<file path="src/upf_pkg.sv">
package upf_pkg;
  // register byte offsets on the apb side
  localparam logic [7:0] OFS_MODE_ONE = 8'h00;
  localparam logic [7:0] OFS_MODE_TWO = 8'h04;
  localparam logic [7:0] OFS_COMMAND = 8'h08;
  localparam logic [7:0] OFS_DATA = 8'h0c;
  localparam logic [7:0] OFS_STATUS = 8'h10;
  localparam logic [7:0] OFS_PIN_CFG = 8'h14;
  localparam logic [7:0] OFS_IN_CHANGE = 8'h18;
  localparam logic [7:0] OFS_IN_PORT = 8'h1c;
  localparam logic [7:0] OFS_IRQ_STATUS = 8'h20;
  localparam logic [7:0] OFS_IRQ_MASK = 8'h24;
  localparam logic [7:0] OFS_CLK_SEL = 8'h28;
  localparam logic [7:0] OFS_BAUD_DIV = 8'h2c;

  // field positions
  localparam int MODE1_AUTO_RTS_BIT = 7;
  localparam int MODE1_FULL_SEL_BIT = 6;
  localparam int MODE2_CTS_BIT = 4;
  localparam int CMD_RX_EN_BIT = 0;
  localparam int CMD_RX_DIS_BIT = 1;
  localparam int CMD_TX_EN_BIT = 2;
  localparam int CMD_TX_DIS_BIT = 3;
  localparam int CLK_TX_EXT_BIT = 0;
  localparam int CLK_RX_EXT_BIT = 1;
  localparam int IRQ_TX_BIT = 0;
  localparam int IRQ_RX_BIT = 1;
  localparam int IRQ_BRK_BIT = 2;
  localparam int IRQ_TIMER_BIT = 3;
  localparam int IRQ_INPUT_BIT = 4;
  localparam int IN_LEVEL_BIT = 0;
  localparam int IN_DELTA_BIT = 4;

  // channel mode field in mode_reg_two[7:6]
  localparam logic [1:0] CHAN_LOCAL_LOOP = 2'h2;

  // command codes in command_reg[7:4]
  localparam logic [3:0] CMD_RESET_RX = 4'h2;
  localparam logic [3:0] CMD_RESET_TX = 4'h3;
  localparam logic [3:0] CMD_RESET_ERR = 4'h4;
  localparam logic [3:0] CMD_RESET_BRK = 4'h5;
  localparam logic [3:0] CMD_RTS_ON = 4'h8;
  localparam logic [3:0] CMD_RTS_OFF = 4'h9;

  // reset values and counts
  localparam logic [15:0] BAUD_DIV_RESET = 16'h0004;
  localparam logic [2:0] FIFO_DEPTH = 3'h4;
  localparam logic [2:0] CHAR_LAST_BIT = 3'h7;
  localparam logic [3:0] PHASE_RISE = 4'h7;
  localparam logic [3:0] PHASE_FALL = 4'hf;

  typedef enum logic [2:0] {
    MPO_RTS = 3'h0, MPO_TIMER = 3'h1, MPO_TX1X = 3'h2, MPO_TX16X = 3'h3,
    MPO_RX1X = 3'h4, MPO_RX16X = 3'h5, MPO_TX_HOLDING_EMPTY = 3'h6, MPO_RXRDY = 3'h7
  } upf_mpo_e;

  typedef enum logic [3:0] {
    TX_IDLE = 4'b0001, TX_DATA = 4'b0010, TX_STOP = 4'b0100, TX_END = 4'b1000
  } upf_tx_state_e;

  typedef enum logic [2:0] {
    RX_IDLE = 3'b001, RX_DATA = 3'b010, RX_STOP = 3'b100
  } upf_rx_state_e;

  typedef struct packed {
    logic brk;
    logic ferr;
    logic [7:0] data;
  } upf_rx_word_s;
endpackage

</file>
<file path="src/upf_channel.sv">
// Overview of operation
// - open-drain active-low irq pin pulls low while any masked condition is active
// - software reads an irq status register naming the active conditions
// - receive line carries least significant bit first; characters assembled that way
// - external receive clock: serial input sampled on its rising edge
// - internal receive clock: sampled on rising edge of the internal 1x clock
// - transmitter sends each character least significant bit first
// - transmit pin held high when idle or in local loopback; after disable a character in flight finishes
// - external transmit clock: new bit shifted out on its falling edge
// - internal transmit clock: output changes on falling internal 1x edge only
// - multi-purpose output shows one of eight software-selected functions
// - after reset the multi-purpose output shows request-to-send
// - command codes 8h and 9h assert and negate request-to-send
// - auto mode negates request-to-send after last character or on full receiver
// - request-to-send normally tells the remote end the receiver has room
// - input pin level always readable in bit 0 of two registers
// - mode two bit 4 makes the input an active-low clear-to-send
// - the input has a change-of-state detector
// - irq sources: tx ready, rx ready/full, break change, timer, input change
// - status bits ignore the mask; mask only gates the irq pin
`timescale 1ns/1ps
module upf_channel (
  input wire logic pclk,
  input wire logic presetn,
  input wire logic ce,
  input wire logic [7:0] paddr,
  input wire logic psel,
  input wire logic penable,
  input wire logic pwrite,
  input wire logic [31:0] pwdata,
  output logic [31:0] prdata,
  output logic pready,
  output logic pslverr,
  input wire logic serial_in,
  output logic serial_out,
  input wire logic rx_ext_clk,
  input wire logic tx_ext_clk,
  input wire logic multi_in0_pin,
  output logic multi_out_pin,
  input wire logic timer_out,
  input wire logic timer_terminal,
  output logic irq_request_n,
  output logic irq_request_n_oe
);
  // software-visible state
  logic [7:0] mode_reg_one;
  logic [7:0] mode_reg_two;
  upf_pkg::upf_mpo_e output_pin_config;
  logic [7:0] irq_mask_reg;
  logic [7:0] irq_status_reg;
  logic [1:0] clk_sel;
  logic [15:0] baud_div;
  logic rx_en;
  logic tx_en;
  logic rts_active;
  logic overrun;
  logic brk_active;
  logic brk_change;
  logic in_delta;
  logic in_level;
  logic [7:0] thr_data;
  logic thr_full;

  // receive buffer: four fifo words plus the shift-register hold slot
  upf_pkg::upf_rx_word_s fifo_mem [0:3];
  logic [1:0] wr_ptr;
  logic [1:0] rd_ptr;
  logic [2:0] fifo_count;
  upf_pkg::upf_rx_word_s hold_word;
  logic hold_valid;
  upf_pkg::upf_rx_word_s push_word;
  upf_pkg::upf_rx_word_s next_hold_word;
  logic next_hold_valid;
  logic do_push;
  logic ovr_event;

  // pin synchronisers and clocks
  logic [1:0] rxd_sync;
  logic [1:0] rxc_sync;
  logic [1:0] txc_sync;
  logic [1:0] mpi_sync;
  logic rxc_last;
  logic txc_last;
  logic mpi_last;
  logic [15:0] div_cnt;
  logic [3:0] phase16;
  logic tick16;
  logic clk16;
  logic int_1x;
  logic rx_tick;
  logic tx_tick;
  logic rx_clk_1x;
  logic tx_clk_1x;

  // bus and datapath glue
  logic apb_loaded;
  logic acc;
  logic wr_acc;
  logic rd_acc;
  logic cmd_wr;
  logic [3:0] cmd_code;
  logic pop;
  logic [31:0] rd_value;
  logic rd_hit;
  logic [7:0] status_byte;
  logic loop;
  logic rx_bit;
  logic tx_go;
  logic tx_serial;
  logic tx_busy;
  logic tx_taken;
  logic tx_done;
  logic tx_holding_empty;
  logic rx_avail_or_full;
  logic fifo_full;
  upf_pkg::upf_rx_word_s rx_word;
  logic rx_valid;

  // true when the address equals the given offset, in any phase of the transfer
  function automatic logic hit(input logic [7:0] addr, input logic [7:0] ofs);
    hit = (addr == ofs);
  endfunction

  // apb: read data is registered in the setup cycle, so zero wait states
  assign pready = ce && apb_loaded && penable;
  assign acc = psel && penable && pready;
  assign wr_acc = acc && pwrite;
  assign rd_acc = acc && !pwrite;
  assign pslverr = pready && !rd_hit;
  assign cmd_wr = wr_acc && hit(paddr, upf_pkg::OFS_COMMAND);
  assign cmd_code = pwdata[7:4];
  assign pop = rd_acc && hit(paddr, upf_pkg::OFS_DATA) && (fifo_count != 3'h0);

  always_ff @(posedge pclk or negedge presetn) begin
    if (!presetn) begin
      apb_loaded <= 1'b0;
      prdata <= 32'h0000_0000;
    end else if (ce) begin
      if (acc) begin
        apb_loaded <= 1'b0;
      end else if (psel && !apb_loaded) begin
        apb_loaded <= 1'b1;
        prdata <= rd_value;
      end
    end
  end

  // read decode; unmapped addresses read zero and answer with pslverr
  always_comb begin
    rd_value = 32'h0000_0000;
    rd_hit = 1'b1;
    if (hit(paddr, upf_pkg::OFS_MODE_ONE)) begin
      rd_value[7:0] = mode_reg_one;
    end else if (hit(paddr, upf_pkg::OFS_MODE_TWO)) begin
      rd_value[7:0] = mode_reg_two;
    end else if (hit(paddr, upf_pkg::OFS_COMMAND)) begin
      rd_value = 32'h0000_0000;
    end else if (hit(paddr, upf_pkg::OFS_DATA)) begin
      rd_value[7:0] = fifo_mem[rd_ptr].data;
    end else if (hit(paddr, upf_pkg::OFS_STATUS)) begin
      rd_value[7:0] = status_byte;
    end else if (hit(paddr, upf_pkg::OFS_PIN_CFG)) begin
      rd_value[2:0] = output_pin_config;
    end else if (hit(paddr, upf_pkg::OFS_IN_CHANGE)) begin
      rd_value[upf_pkg::IN_LEVEL_BIT] = in_level;
      rd_value[upf_pkg::IN_DELTA_BIT] = in_delta;
    end else if (hit(paddr, upf_pkg::OFS_IN_PORT)) begin
      rd_value[upf_pkg::IN_LEVEL_BIT] = in_level;
    end else if (hit(paddr, upf_pkg::OFS_IRQ_STATUS)) begin
      rd_value[7:0] = irq_status_reg;
    end else if (hit(paddr, upf_pkg::OFS_IRQ_MASK)) begin
      rd_value[7:0] = irq_mask_reg;
    end else if (hit(paddr, upf_pkg::OFS_CLK_SEL)) begin
      rd_value[1:0] = clk_sel;
    end else if (hit(paddr, upf_pkg::OFS_BAUD_DIV)) begin
      rd_value[15:0] = baud_div;
    end else begin
      rd_hit = 1'b0;
    end
  end

  // plain configuration registers
  always_ff @(posedge pclk or negedge presetn) begin
    if (!presetn) begin
      mode_reg_one <= 8'h00;
      mode_reg_two <= 8'h00;
      output_pin_config <= upf_pkg::MPO_RTS;
      irq_mask_reg <= 8'h00;
      clk_sel <= 2'h0;
      baud_div <= upf_pkg::BAUD_DIV_RESET;
    end else if (ce && wr_acc) begin
      if (hit(paddr, upf_pkg::OFS_MODE_ONE)) begin
        mode_reg_one <= pwdata[7:0];
      end else if (hit(paddr, upf_pkg::OFS_MODE_TWO)) begin
        mode_reg_two <= pwdata[7:0];
      end else if (hit(paddr, upf_pkg::OFS_PIN_CFG)) begin
        output_pin_config <= upf_pkg::upf_mpo_e'(pwdata[2:0]);
      end else if (hit(paddr, upf_pkg::OFS_IRQ_MASK)) begin
        irq_mask_reg <= pwdata[7:0];
      end else if (hit(paddr, upf_pkg::OFS_CLK_SEL)) begin
        clk_sel <= pwdata[1:0];
      end else if (hit(paddr, upf_pkg::OFS_BAUD_DIV)) begin
        baud_div <= pwdata[15:0];
      end
    end
  end

  // enables: disable wins over enable in the same write
  always_ff @(posedge pclk or negedge presetn) begin
    if (!presetn) begin
      rx_en <= 1'b0;
      tx_en <= 1'b0;
    end else if (ce && cmd_wr) begin
      if (pwdata[upf_pkg::CMD_RX_DIS_BIT] || cmd_code == upf_pkg::CMD_RESET_RX) begin
        rx_en <= 1'b0;
      end else if (pwdata[upf_pkg::CMD_RX_EN_BIT]) begin
        rx_en <= 1'b1;
      end
      if (pwdata[upf_pkg::CMD_TX_DIS_BIT] || cmd_code == upf_pkg::CMD_RESET_TX) begin
        tx_en <= 1'b0;
      end else if (pwdata[upf_pkg::CMD_TX_EN_BIT]) begin
        tx_en <= 1'b1;
      end
    end
  end

  // transmit holding register; a write in the take cycle keeps it full
  always_ff @(posedge pclk or negedge presetn) begin
    if (!presetn) begin
      thr_data <= 8'h00;
      thr_full <= 1'b0;
    end else if (ce) begin
      if (cmd_wr && cmd_code == upf_pkg::CMD_RESET_TX) begin
        thr_full <= 1'b0;
      end else if (wr_acc && hit(paddr, upf_pkg::OFS_DATA)) begin
        thr_data <= pwdata[7:0];
        thr_full <= 1'b1;
      end else if (tx_taken) begin
        thr_full <= 1'b0;
      end
    end
  end

  // serial, both clock and input pins pass two flops (not the timer pins); stage 0 feeds only stage 1
  always_ff @(posedge pclk or negedge presetn) begin
    if (!presetn) begin
      rxd_sync <= 2'h3;
      rxc_sync <= 2'h0;
      txc_sync <= 2'h0;
      mpi_sync <= 2'h3;
      rxc_last <= 1'b0;
      txc_last <= 1'b0;
    end else if (ce) begin
      rxd_sync <= {rxd_sync[0], serial_in};
      rxc_sync <= {rxc_sync[0], rx_ext_clk};
      txc_sync <= {txc_sync[0], tx_ext_clk};
      mpi_sync <= {mpi_sync[0], multi_in0_pin};
      rxc_last <= rxc_sync[1];
      txc_last <= txc_sync[1];
    end
  end

  // baud divider: 16x tick every baud_div cycles, 1x from a phase count
  always_ff @(posedge pclk or negedge presetn) begin
    if (!presetn) begin
      div_cnt <= 16'h0000;
      phase16 <= 4'h0;
    end else if (ce) begin
      if (tick16) begin
        div_cnt <= baud_div - 16'h0001;
        phase16 <= phase16 + 4'h1;
      end else begin
        div_cnt <= div_cnt - 16'h0001;
      end
    end
  end

  assign tick16 = (div_cnt == 16'h0000);
  assign clk16 = (div_cnt < {1'b0, baud_div[15:1]});
  assign int_1x = phase16[3];
  assign rx_clk_1x = clk_sel[upf_pkg::CLK_RX_EXT_BIT] ? rxc_sync[1] : int_1x;
  assign tx_clk_1x = clk_sel[upf_pkg::CLK_TX_EXT_BIT] ? txc_sync[1] : int_1x;

  // rising 1x edge samples, falling 1x edge shifts
  always_comb begin
    if (clk_sel[upf_pkg::CLK_RX_EXT_BIT]) begin
      rx_tick = rxc_sync[1] && !rxc_last;
    end else begin
      rx_tick = tick16 && (phase16 == upf_pkg::PHASE_RISE);
    end
    if (clk_sel[upf_pkg::CLK_TX_EXT_BIT]) begin
      tx_tick = !txc_sync[1] && txc_last;
    end else begin
      tx_tick = tick16 && (phase16 == upf_pkg::PHASE_FALL);
    end
  end

  // local loopback turns the transmitter back into the receiver
  assign loop = (mode_reg_two[7:6] == upf_pkg::CHAN_LOCAL_LOOP);
  assign rx_bit = loop ? tx_serial : rxd_sync[1];
  assign tx_go = thr_full && tx_en && !(mode_reg_two[upf_pkg::MODE2_CTS_BIT] && in_level);

  upf_tx u_tx (
    .pclk(pclk),
    .presetn(presetn),
    .ce(ce),
    .shift_tick(tx_tick),
    .go(tx_go),
    .data(thr_data),
    .serial(tx_serial),
    .busy(tx_busy),
    .taken(tx_taken),
    .done(tx_done)
  );

  upf_rx u_rx (
    .pclk(pclk),
    .presetn(presetn),
    .ce(ce),
    .enable(rx_en),
    .sample_tick(rx_tick),
    .rx_bit(rx_bit),
    .word(rx_word),
    .valid(rx_valid)
  );

  // pin forced to mark when idle or looped; a character in flight finishes
  always_ff @(posedge pclk or negedge presetn) begin
    if (!presetn) begin
      serial_out <= 1'b1;
    end else if (ce) begin
      serial_out <= (loop || !tx_busy) ? 1'b1 : tx_serial;
    end
  end

  // receive path: hold slot catches a word while the fifo is full
  always_comb begin
    do_push = 1'b0;
    push_word = rx_word;
    next_hold_valid = hold_valid;
    next_hold_word = hold_word;
    ovr_event = 1'b0;
    if (hold_valid) begin
      if (pop) begin
        do_push = 1'b1;
        push_word = hold_word;
        next_hold_valid = rx_valid;
        next_hold_word = rx_word;
      end else if (rx_valid) begin
        ovr_event = 1'b1; // newest word lost, older ones kept
      end
    end else if (rx_valid) begin
      if (!fifo_full || pop) begin
        do_push = 1'b1;
      end else begin
        next_hold_valid = 1'b1;
        next_hold_word = rx_word;
      end
    end
  end

  assign fifo_full = (fifo_count == upf_pkg::FIFO_DEPTH);

  always_ff @(posedge pclk or negedge presetn) begin
    if (!presetn) begin
      wr_ptr <= 2'h0;
      rd_ptr <= 2'h0;
      fifo_count <= 3'h0;
      hold_valid <= 1'b0;
      hold_word <= '0;
      for (int i = 0; i < 4; i++) begin
        fifo_mem[i] <= '0;
      end
    end else if (ce) begin
      if (cmd_wr && cmd_code == upf_pkg::CMD_RESET_RX) begin
        wr_ptr <= 2'h0;
        rd_ptr <= 2'h0;
        fifo_count <= 3'h0;
        hold_valid <= 1'b0;
      end else begin
        if (do_push) begin
          fifo_mem[wr_ptr] <= push_word;
          wr_ptr <= wr_ptr + 2'h1;
        end
        if (pop) begin
          rd_ptr <= rd_ptr + 2'h1;
        end
        fifo_count <= fifo_count + {2'h0, do_push} - {2'h0, pop};
        hold_valid <= next_hold_valid;
        hold_word <= next_hold_word;
      end
    end
  end

  // sticky error flags; a new event beats a clear in the same cycle
  always_ff @(posedge pclk or negedge presetn) begin
    if (!presetn) begin
      overrun <= 1'b0;
      brk_active <= 1'b0;
      brk_change <= 1'b0;
    end else if (ce) begin
      if (ovr_event) begin
        overrun <= 1'b1;
      end else if (cmd_wr && cmd_code == upf_pkg::CMD_RESET_ERR) begin
        overrun <= 1'b0;
      end
      if (!brk_active && rx_valid && rx_word.brk) begin
        brk_active <= 1'b1;
        brk_change <= 1'b1;
      end else if (brk_active && rx_bit) begin
        brk_active <= 1'b0;
        brk_change <= 1'b1;
      end else if (cmd_wr && cmd_code == upf_pkg::CMD_RESET_BRK) begin
        brk_change <= 1'b0;
      end
    end
  end

  // request-to-send: commands, then auto negation takes priority
  always_ff @(posedge pclk or negedge presetn) begin
    if (!presetn) begin
      rts_active <= 1'b0;
    end else if (ce) begin
      if (mode_reg_one[upf_pkg::MODE1_AUTO_RTS_BIT] && ((tx_done && !thr_full) || hold_valid)) begin
        rts_active <= 1'b0;
      end else if (cmd_wr && cmd_code == upf_pkg::CMD_RTS_ON) begin
        rts_active <= 1'b1;
      end else if (cmd_wr && cmd_code == upf_pkg::CMD_RTS_OFF) begin
        rts_active <= 1'b0;
      end
    end
  end

  // change detector: level accepted only after two equal synced samples
  always_ff @(posedge pclk or negedge presetn) begin
    if (!presetn) begin
      mpi_last <= 1'b1;
      in_level <= 1'b1;
      in_delta <= 1'b0;
    end else if (ce) begin
      mpi_last <= mpi_sync[1];
      if (mpi_sync[1] == mpi_last && mpi_last != in_level) begin
        in_level <= mpi_last;
        in_delta <= 1'b1;
      end else if (rd_acc && hit(paddr, upf_pkg::OFS_IN_CHANGE)) begin
        in_delta <= 1'b0;
      end
    end
  end

  // status views
  assign tx_holding_empty = tx_en && !thr_full;
  assign rx_avail_or_full = mode_reg_one[upf_pkg::MODE1_FULL_SEL_BIT] ? fifo_full : (fifo_count != 3'h0);
  assign status_byte = {fifo_mem[rd_ptr].brk, fifo_mem[rd_ptr].ferr, 1'b0, overrun,
                        !thr_full && !tx_busy, tx_holding_empty, fifo_full, fifo_count != 3'h0};

  // unmasked condition levels
  always_comb begin
    irq_status_reg = 8'h00;
    irq_status_reg[upf_pkg::IRQ_TX_BIT] = tx_holding_empty;
    irq_status_reg[upf_pkg::IRQ_RX_BIT] = rx_avail_or_full;
    irq_status_reg[upf_pkg::IRQ_BRK_BIT] = brk_change;
    irq_status_reg[upf_pkg::IRQ_TIMER_BIT] = timer_terminal;
    irq_status_reg[upf_pkg::IRQ_INPUT_BIT] = in_delta;
  end

  // open drain: only ever pulls low, the pull-up makes the high
  assign irq_request_n = 1'b0;

  always_ff @(posedge pclk or negedge presetn) begin
    if (!presetn) begin
      irq_request_n_oe <= 1'b0;
    end else if (ce) begin
      irq_request_n_oe <= |(irq_status_reg & irq_mask_reg);
    end
  end

  // multi-purpose output selector
  always_ff @(posedge pclk or negedge presetn) begin
    if (!presetn) begin
      multi_out_pin <= 1'b1;
    end else if (ce) begin
      case (output_pin_config)
        upf_pkg::MPO_RTS: multi_out_pin <= !rts_active;
        upf_pkg::MPO_TIMER: multi_out_pin <= timer_out;
        upf_pkg::MPO_TX1X: multi_out_pin <= tx_clk_1x;
        upf_pkg::MPO_TX16X: multi_out_pin <= clk16;
        upf_pkg::MPO_RX1X: multi_out_pin <= rx_clk_1x;
        upf_pkg::MPO_RX16X: multi_out_pin <= clk16;
        upf_pkg::MPO_TX_HOLDING_EMPTY: multi_out_pin <= tx_holding_empty;
        default: multi_out_pin <= rx_avail_or_full;
      endcase
    end
  end
endmodule

</file>
<file path="src/upf_tx.sv">
`timescale 1ns/1ps
module upf_tx (
  input wire logic pclk,
  input wire logic presetn,
  input wire logic ce,
  input wire logic shift_tick,
  input wire logic go,
  input wire logic [7:0] data,
  output logic serial,
  output logic busy,
  output logic taken,
  output logic done
);
  upf_pkg::upf_tx_state_e state;
  logic [7:0] shreg;
  logic [2:0] cnt;

  // bits only move on the shift tick, i.e. the falling 1x edge
  always_ff @(posedge pclk or negedge presetn) begin
    if (!presetn) begin
      state <= upf_pkg::TX_IDLE;
      serial <= 1'b1;
      shreg <= 8'h00;
      cnt <= 3'h0;
      taken <= 1'b0;
      done <= 1'b0;
    end else if (ce) begin
      taken <= 1'b0;
      done <= 1'b0;
      if (shift_tick) begin
        case (state)
          upf_pkg::TX_IDLE, upf_pkg::TX_END: begin
            // back to back characters skip the idle slot
            done <= (state == upf_pkg::TX_END) && !go;
            if (go) begin
              serial <= 1'b0;
              shreg <= data;
              cnt <= 3'h0;
              taken <= 1'b1;
              state <= upf_pkg::TX_DATA;
            end else begin
              state <= upf_pkg::TX_IDLE;
            end
          end
          upf_pkg::TX_DATA: begin
            serial <= shreg[0];
            shreg <= {1'b0, shreg[7:1]};
            cnt <= cnt + 3'h1;
            if (cnt == upf_pkg::CHAR_LAST_BIT) begin
              state <= upf_pkg::TX_STOP;
            end
          end
          upf_pkg::TX_STOP: begin
            serial <= 1'b1;
            state <= upf_pkg::TX_END;
          end
          default: state <= upf_pkg::TX_IDLE;
        endcase
      end
    end
  end

  assign busy = (state != upf_pkg::TX_IDLE);
endmodule

</file>
<file path="src/upf_rx.sv">
`timescale 1ns/1ps
module upf_rx (
  input wire logic pclk,
  input wire logic presetn,
  input wire logic ce,
  input wire logic enable,
  input wire logic sample_tick,
  input wire logic rx_bit,
  output upf_pkg::upf_rx_word_s word,
  output logic valid
);
  upf_pkg::upf_rx_state_e state;
  logic [7:0] shreg;
  logic [2:0] cnt;

  // one sample per rising 1x edge; no mid-bit search, the clock sets the phase
  always_ff @(posedge pclk or negedge presetn) begin
    if (!presetn) begin
      state <= upf_pkg::RX_IDLE;
      shreg <= 8'h00;
      cnt <= 3'h0;
      word <= '0;
      valid <= 1'b0;
    end else if (ce) begin
      valid <= 1'b0;
      if (sample_tick) begin
        case (state)
          upf_pkg::RX_IDLE: begin
            if (enable && !rx_bit) begin
              cnt <= 3'h0;
              state <= upf_pkg::RX_DATA;
            end
          end
          upf_pkg::RX_DATA: begin
            shreg <= {rx_bit, shreg[7:1]};
            cnt <= cnt + 3'h1;
            if (cnt == upf_pkg::CHAR_LAST_BIT) begin
              state <= upf_pkg::RX_STOP;
            end
          end
          upf_pkg::RX_STOP: begin
            word.data <= shreg;
            word.ferr <= !rx_bit;
            word.brk <= !rx_bit && (shreg == 8'h00);
            valid <= 1'b1;
            state <= upf_pkg::RX_IDLE;
          end
          default: state <= upf_pkg::RX_IDLE;
        endcase
      end
    end
  end
endmodule

</file>
<file path="config.mk">
export PLATFORM = sky130hd
export DESIGN_NAME = upf_channel
export DESIGN_NICKNAME = d
export VERILOG_FILES = /design/src/upf_pkg.sv /design/src/upf_channel.sv /design/src/upf_tx.sv /design/src/upf_rx.sv
export SDC_FILE = /design/constraint.sdc
export NUM_CORES = 1
export LEC_CHECK = 0
export BUFFER_PORTS_ARGS = -buffer_cell sky130_fd_sc_hd__buf_2
export CORE_AREA = 2 2 209 160
export CTS_BUF_LIST = sky130_fd_sc_hd__clkbuf_16
export DETAILED_ROUTE_END_ITERATION = 8
export DIE_AREA = 0 0 211 162
export HOLD_SLACK_MARGIN = 0.1
export PLACE_DENSITY = 0.52
export SKIP_LAST_GASP = 1
export SLEW_MARGIN = 40
export SYNTH_ARGS = -nofsm -noshare
export SYNTH_HDL_FRONTEND = slang
export SYNTH_SLANG_ARGS = --single-unit
</file>
<file path="constraint.sdc">
create_clock -name pclk -period 5.2 [get_ports pclk]
set_clock_uncertainty 0.2 [all_clocks]
set_input_delay 1.04 -clock pclk [delete_from_list [all_inputs] [get_ports pclk]]
set_output_delay 1.04 -clock pclk [all_outputs]
set_load 0.05 [all_outputs]
</file>
==> metrics.csv <==
stage;metric;value;unit
finish;Layout Utilization;0.392;
sta;Hold Vio Cnt, Final;0;
clock_network;CTS root buf;clkbuf_16;
job;Max-cap violations;0;
floorplanning;number of I/O pins;90;
power_and_ir_drop;LEAKAGE;5.87;nW
logic_synthesis;Post-synth top flop;dfrtp_1;
finish;final instance area;12500;sq um
route;Routed WL;29500;um
placed_design;GPL Wtd Cong;0.882;
logic_synthesis;Syn. warnings;0;
setup_path;CP Launch Type;primary input;
route;Vias per Instance;5.35;
logic_synthesis;synthesized area;11100;sq um
sta;worst-margin pin slew;814;ps
logic_synthesis;ys async rst share;1.00;
clock_network;H-tree depth;1;
logic_synthesis;Synth cell types;82;
finish;area growth from synthesis to layout;13.1;%
logic_synthesis;count leader, synth;dfrtp_1;
sta;Final Cycle Share;0.701;
sta;min cycle time layout;3650;ps
floorplanning;Die Height;162;um
setup_path;required time of the critical path;5410;ps
finish;nets;1127;
finish;non-filler cells, final;1480;
setup_path;arrival time worst endpoint;3860;ps
clock_network;cts repair resizes;0;
sta;Final Max Tran Viols;0;
clock_network;Clock Tree Buf Depth;3;
logic_synthesis;share of the synthesized area in the top cell type;0.456;
logic_synthesis;FF+latch count, synth;214;
setup_path;Crit Path Category;primary input to flip-flop;
logic_synthesis;sequential element share of the synthesized area;0.485;
setup_path;CP max stage cell;nor4bb_1;
logic_synthesis;Synth area leaders;dfrtp_1 (46%), mux2_2 (12%), ha_1 (2.9%);
setup_path;max incr delay on CP;500;ps
setup_path;crit path max fanout;25;
global_routing;antenna violations before repair;1;
power_and_ir_drop;Pwr Density;336;nW/um^2
placed_design;dpl hpwl;20900;um
placed_design;cell count after placement;1434;
sta;Setup violations, final;0;
floorplanning;Core Footprint;32000;sq um
logic_synthesis;Post-synth EDFFs;0;
route;Routed Antenna Nets;0;
route;Pre-antenna DRT Iters;5;
global_routing;GRT Util Overall;0.175;
placed_design;IO buf count;56;
floorplanning;Die Width;211;um
clock_network;clock slew at reported path FFs;60;ps
worst_hold_path;Min-Delay Path Class;primary input to async pin;
global_routing;first-pass GRT wire length;46500;um
status;outcome;complete, no violations;
power_and_ir_drop;Max IR drop VDD;162;uV
logic_synthesis;syn avg cell area;11.2;sq um
route;via count;7912;
route;Wirelength per Cell;19.9;um
global_routing;number of global-route vias before repair;7651;
sta;Final TNS setup;0;ps
finish;Top reg by flops;fifo_mem;
route;drc violations;0;
clock_network;CTS tree;done;
setup_path;CP delay by family, top;simple AND/OR/NAND/NOR gates;
global_routing;largest net degree at the start of global routing;74;
clock_network;clk sinks;214;
setup_path;CP endpoint kind;flip-flop;
finish;fraction of layout cells with a size suffix above 1;0.266;
global_routing;gr ovfl total;0;
logic_synthesis;Commonest cells post-synth;dfrtp_1 (202), mux2_2 (120), nand2_1 (79);
setup_path;crit-path cells;buf_2 > nor4bb_1 > and4b_1 > o221ai_1 > ha_1 > inv_1 > ha_1 > inv_1 > fa_1 > xnor2_1 > nor2_1 > xnor2_1 > nor2_1;
logic_synthesis;area leader, netlist;dfrtp_1;
finish;max reg flops;40;
sta;Worst slew margin;0.456;
floorplanning;number of cell rows;57;
clock_network;count of hold-fix buffers inserted at cts;0;
sta;fmax;0.274;GHz
route;DRT iter0 DRCs;560;
floorplanning;die area;34200;sq um
placed_design;Cell Area, Placed;11800;sq um
clock_network;Post-CTS Setup Inserts;0;
power_and_ir_drop;total power;4.21;mW
sta;RSZ-0062 raised after global routing;no;
clock_network;CTS buffer count;25;
setup_path;Worst Path Buf+Inv;3;
logic_synthesis;Mapped Cells;991;
floorplanning;Initial Util;0.346;
clock_network;latest clock arrival within the worst-skew pair;560;ps
## per-stage QoR
step	hold slack, ps	setup slack, ps
finish	224	1550
global route	235	1360
CTS	223	1590
detailed placement	265	1030
global placement	257	1020
floorplan	245	1450
## routing by layer
layer	GRT usage	wire, um
met1	0.283	15300
met5	0	0
met4	0.0352	466
met2	0.235	11700
met3	0.0381	2040
## power by group
group	total, mW	leakage (nW)	switching [mW]	internal (mW)
registers	1.90	2.80	0.144	1.76
logic	0.654	2.66	0.413	0.242
clock network	1.65	0.402	0.728	0.925
## worst paths after layout
check | start | endpoint | slack [ps] | cells past startpoint
hold / removal | presetn | irq_mask_reg[6]$_DFFE_PN0P_ | 220 | 1
min in group pclk | prdata[7]$_DFFE_PN0P_ | prdata[7]$_DFFE_PN0P_ | 280 | 2
hold reg to reg | prdata[7]$_DFFE_PN0P_ | prdata[7]$_DFFE_PN0P_ | 280 | 2
max in group asynchronous | presetn | rxd_sync[0]$_DFFE_PN1P_ | 3790 | 2
setup / recovery | paddr[3] | fifo_count[2]$_DFFE_PN0P_ | 1550 | 13
setup reg to reg | div_cnt[7]$_DFFE_PN0P_ | u_tx.shreg[3]$_DFFE_PN0P_ | 1790 | 6
## final cells by class
type	count	area [sq um]
clock inverters	20	130
fillers	3157	19500
inverters	43	161
clock buffers	25	626
multi-input cells	696	5320
diodes	1	2.50
repair buffers	68	413
well taps	413	517
flip-flops and latches	214	5370
## placed cells by master (no fill, tap or decap), types with 9 or more instances in the layout
cell type,count
dfstp_2,12
mux2_4,11
buf_4,10
nand2_1,79
mux2_2,120
o21ai_0,56
mux2i_1,11
a31oi_1,9
buf_2,55
nor2b_1,12
a211oi_1,11
conb_1,17
nor3_1,13
ha_1,26
nand3_1,18
inv_1,52
nor4_1,10
mux4_2,11
o31ai_1,12
a21oi_1,49
nor2_1,55
clkbuf_16,25
a22o_1,17
dfrtp_1,201
## kinds of logic (layout without fill, tap and decap cells)
kind of cell / count (synthesis) / in the layout / share of synthesized area
AO/OA/AOI/OAI: 214 / 214 / 0.129
XOR/XNOR: 10 / 10 / 0.00790
adder cells (fa/ha/maj): 27 / 27 / 0.0312
buffers and inverters: 97 / 156 / 0.0419
flip-flops: 214 / 214 / 0.485
multiplexers: 159 / 159 / 0.175
other: 1 / 18 / 0.000338
AND/OR/NAND/NOR: 269 / 269 / 0.130
No activity file was read; power rests on OpenSTA's default activity.
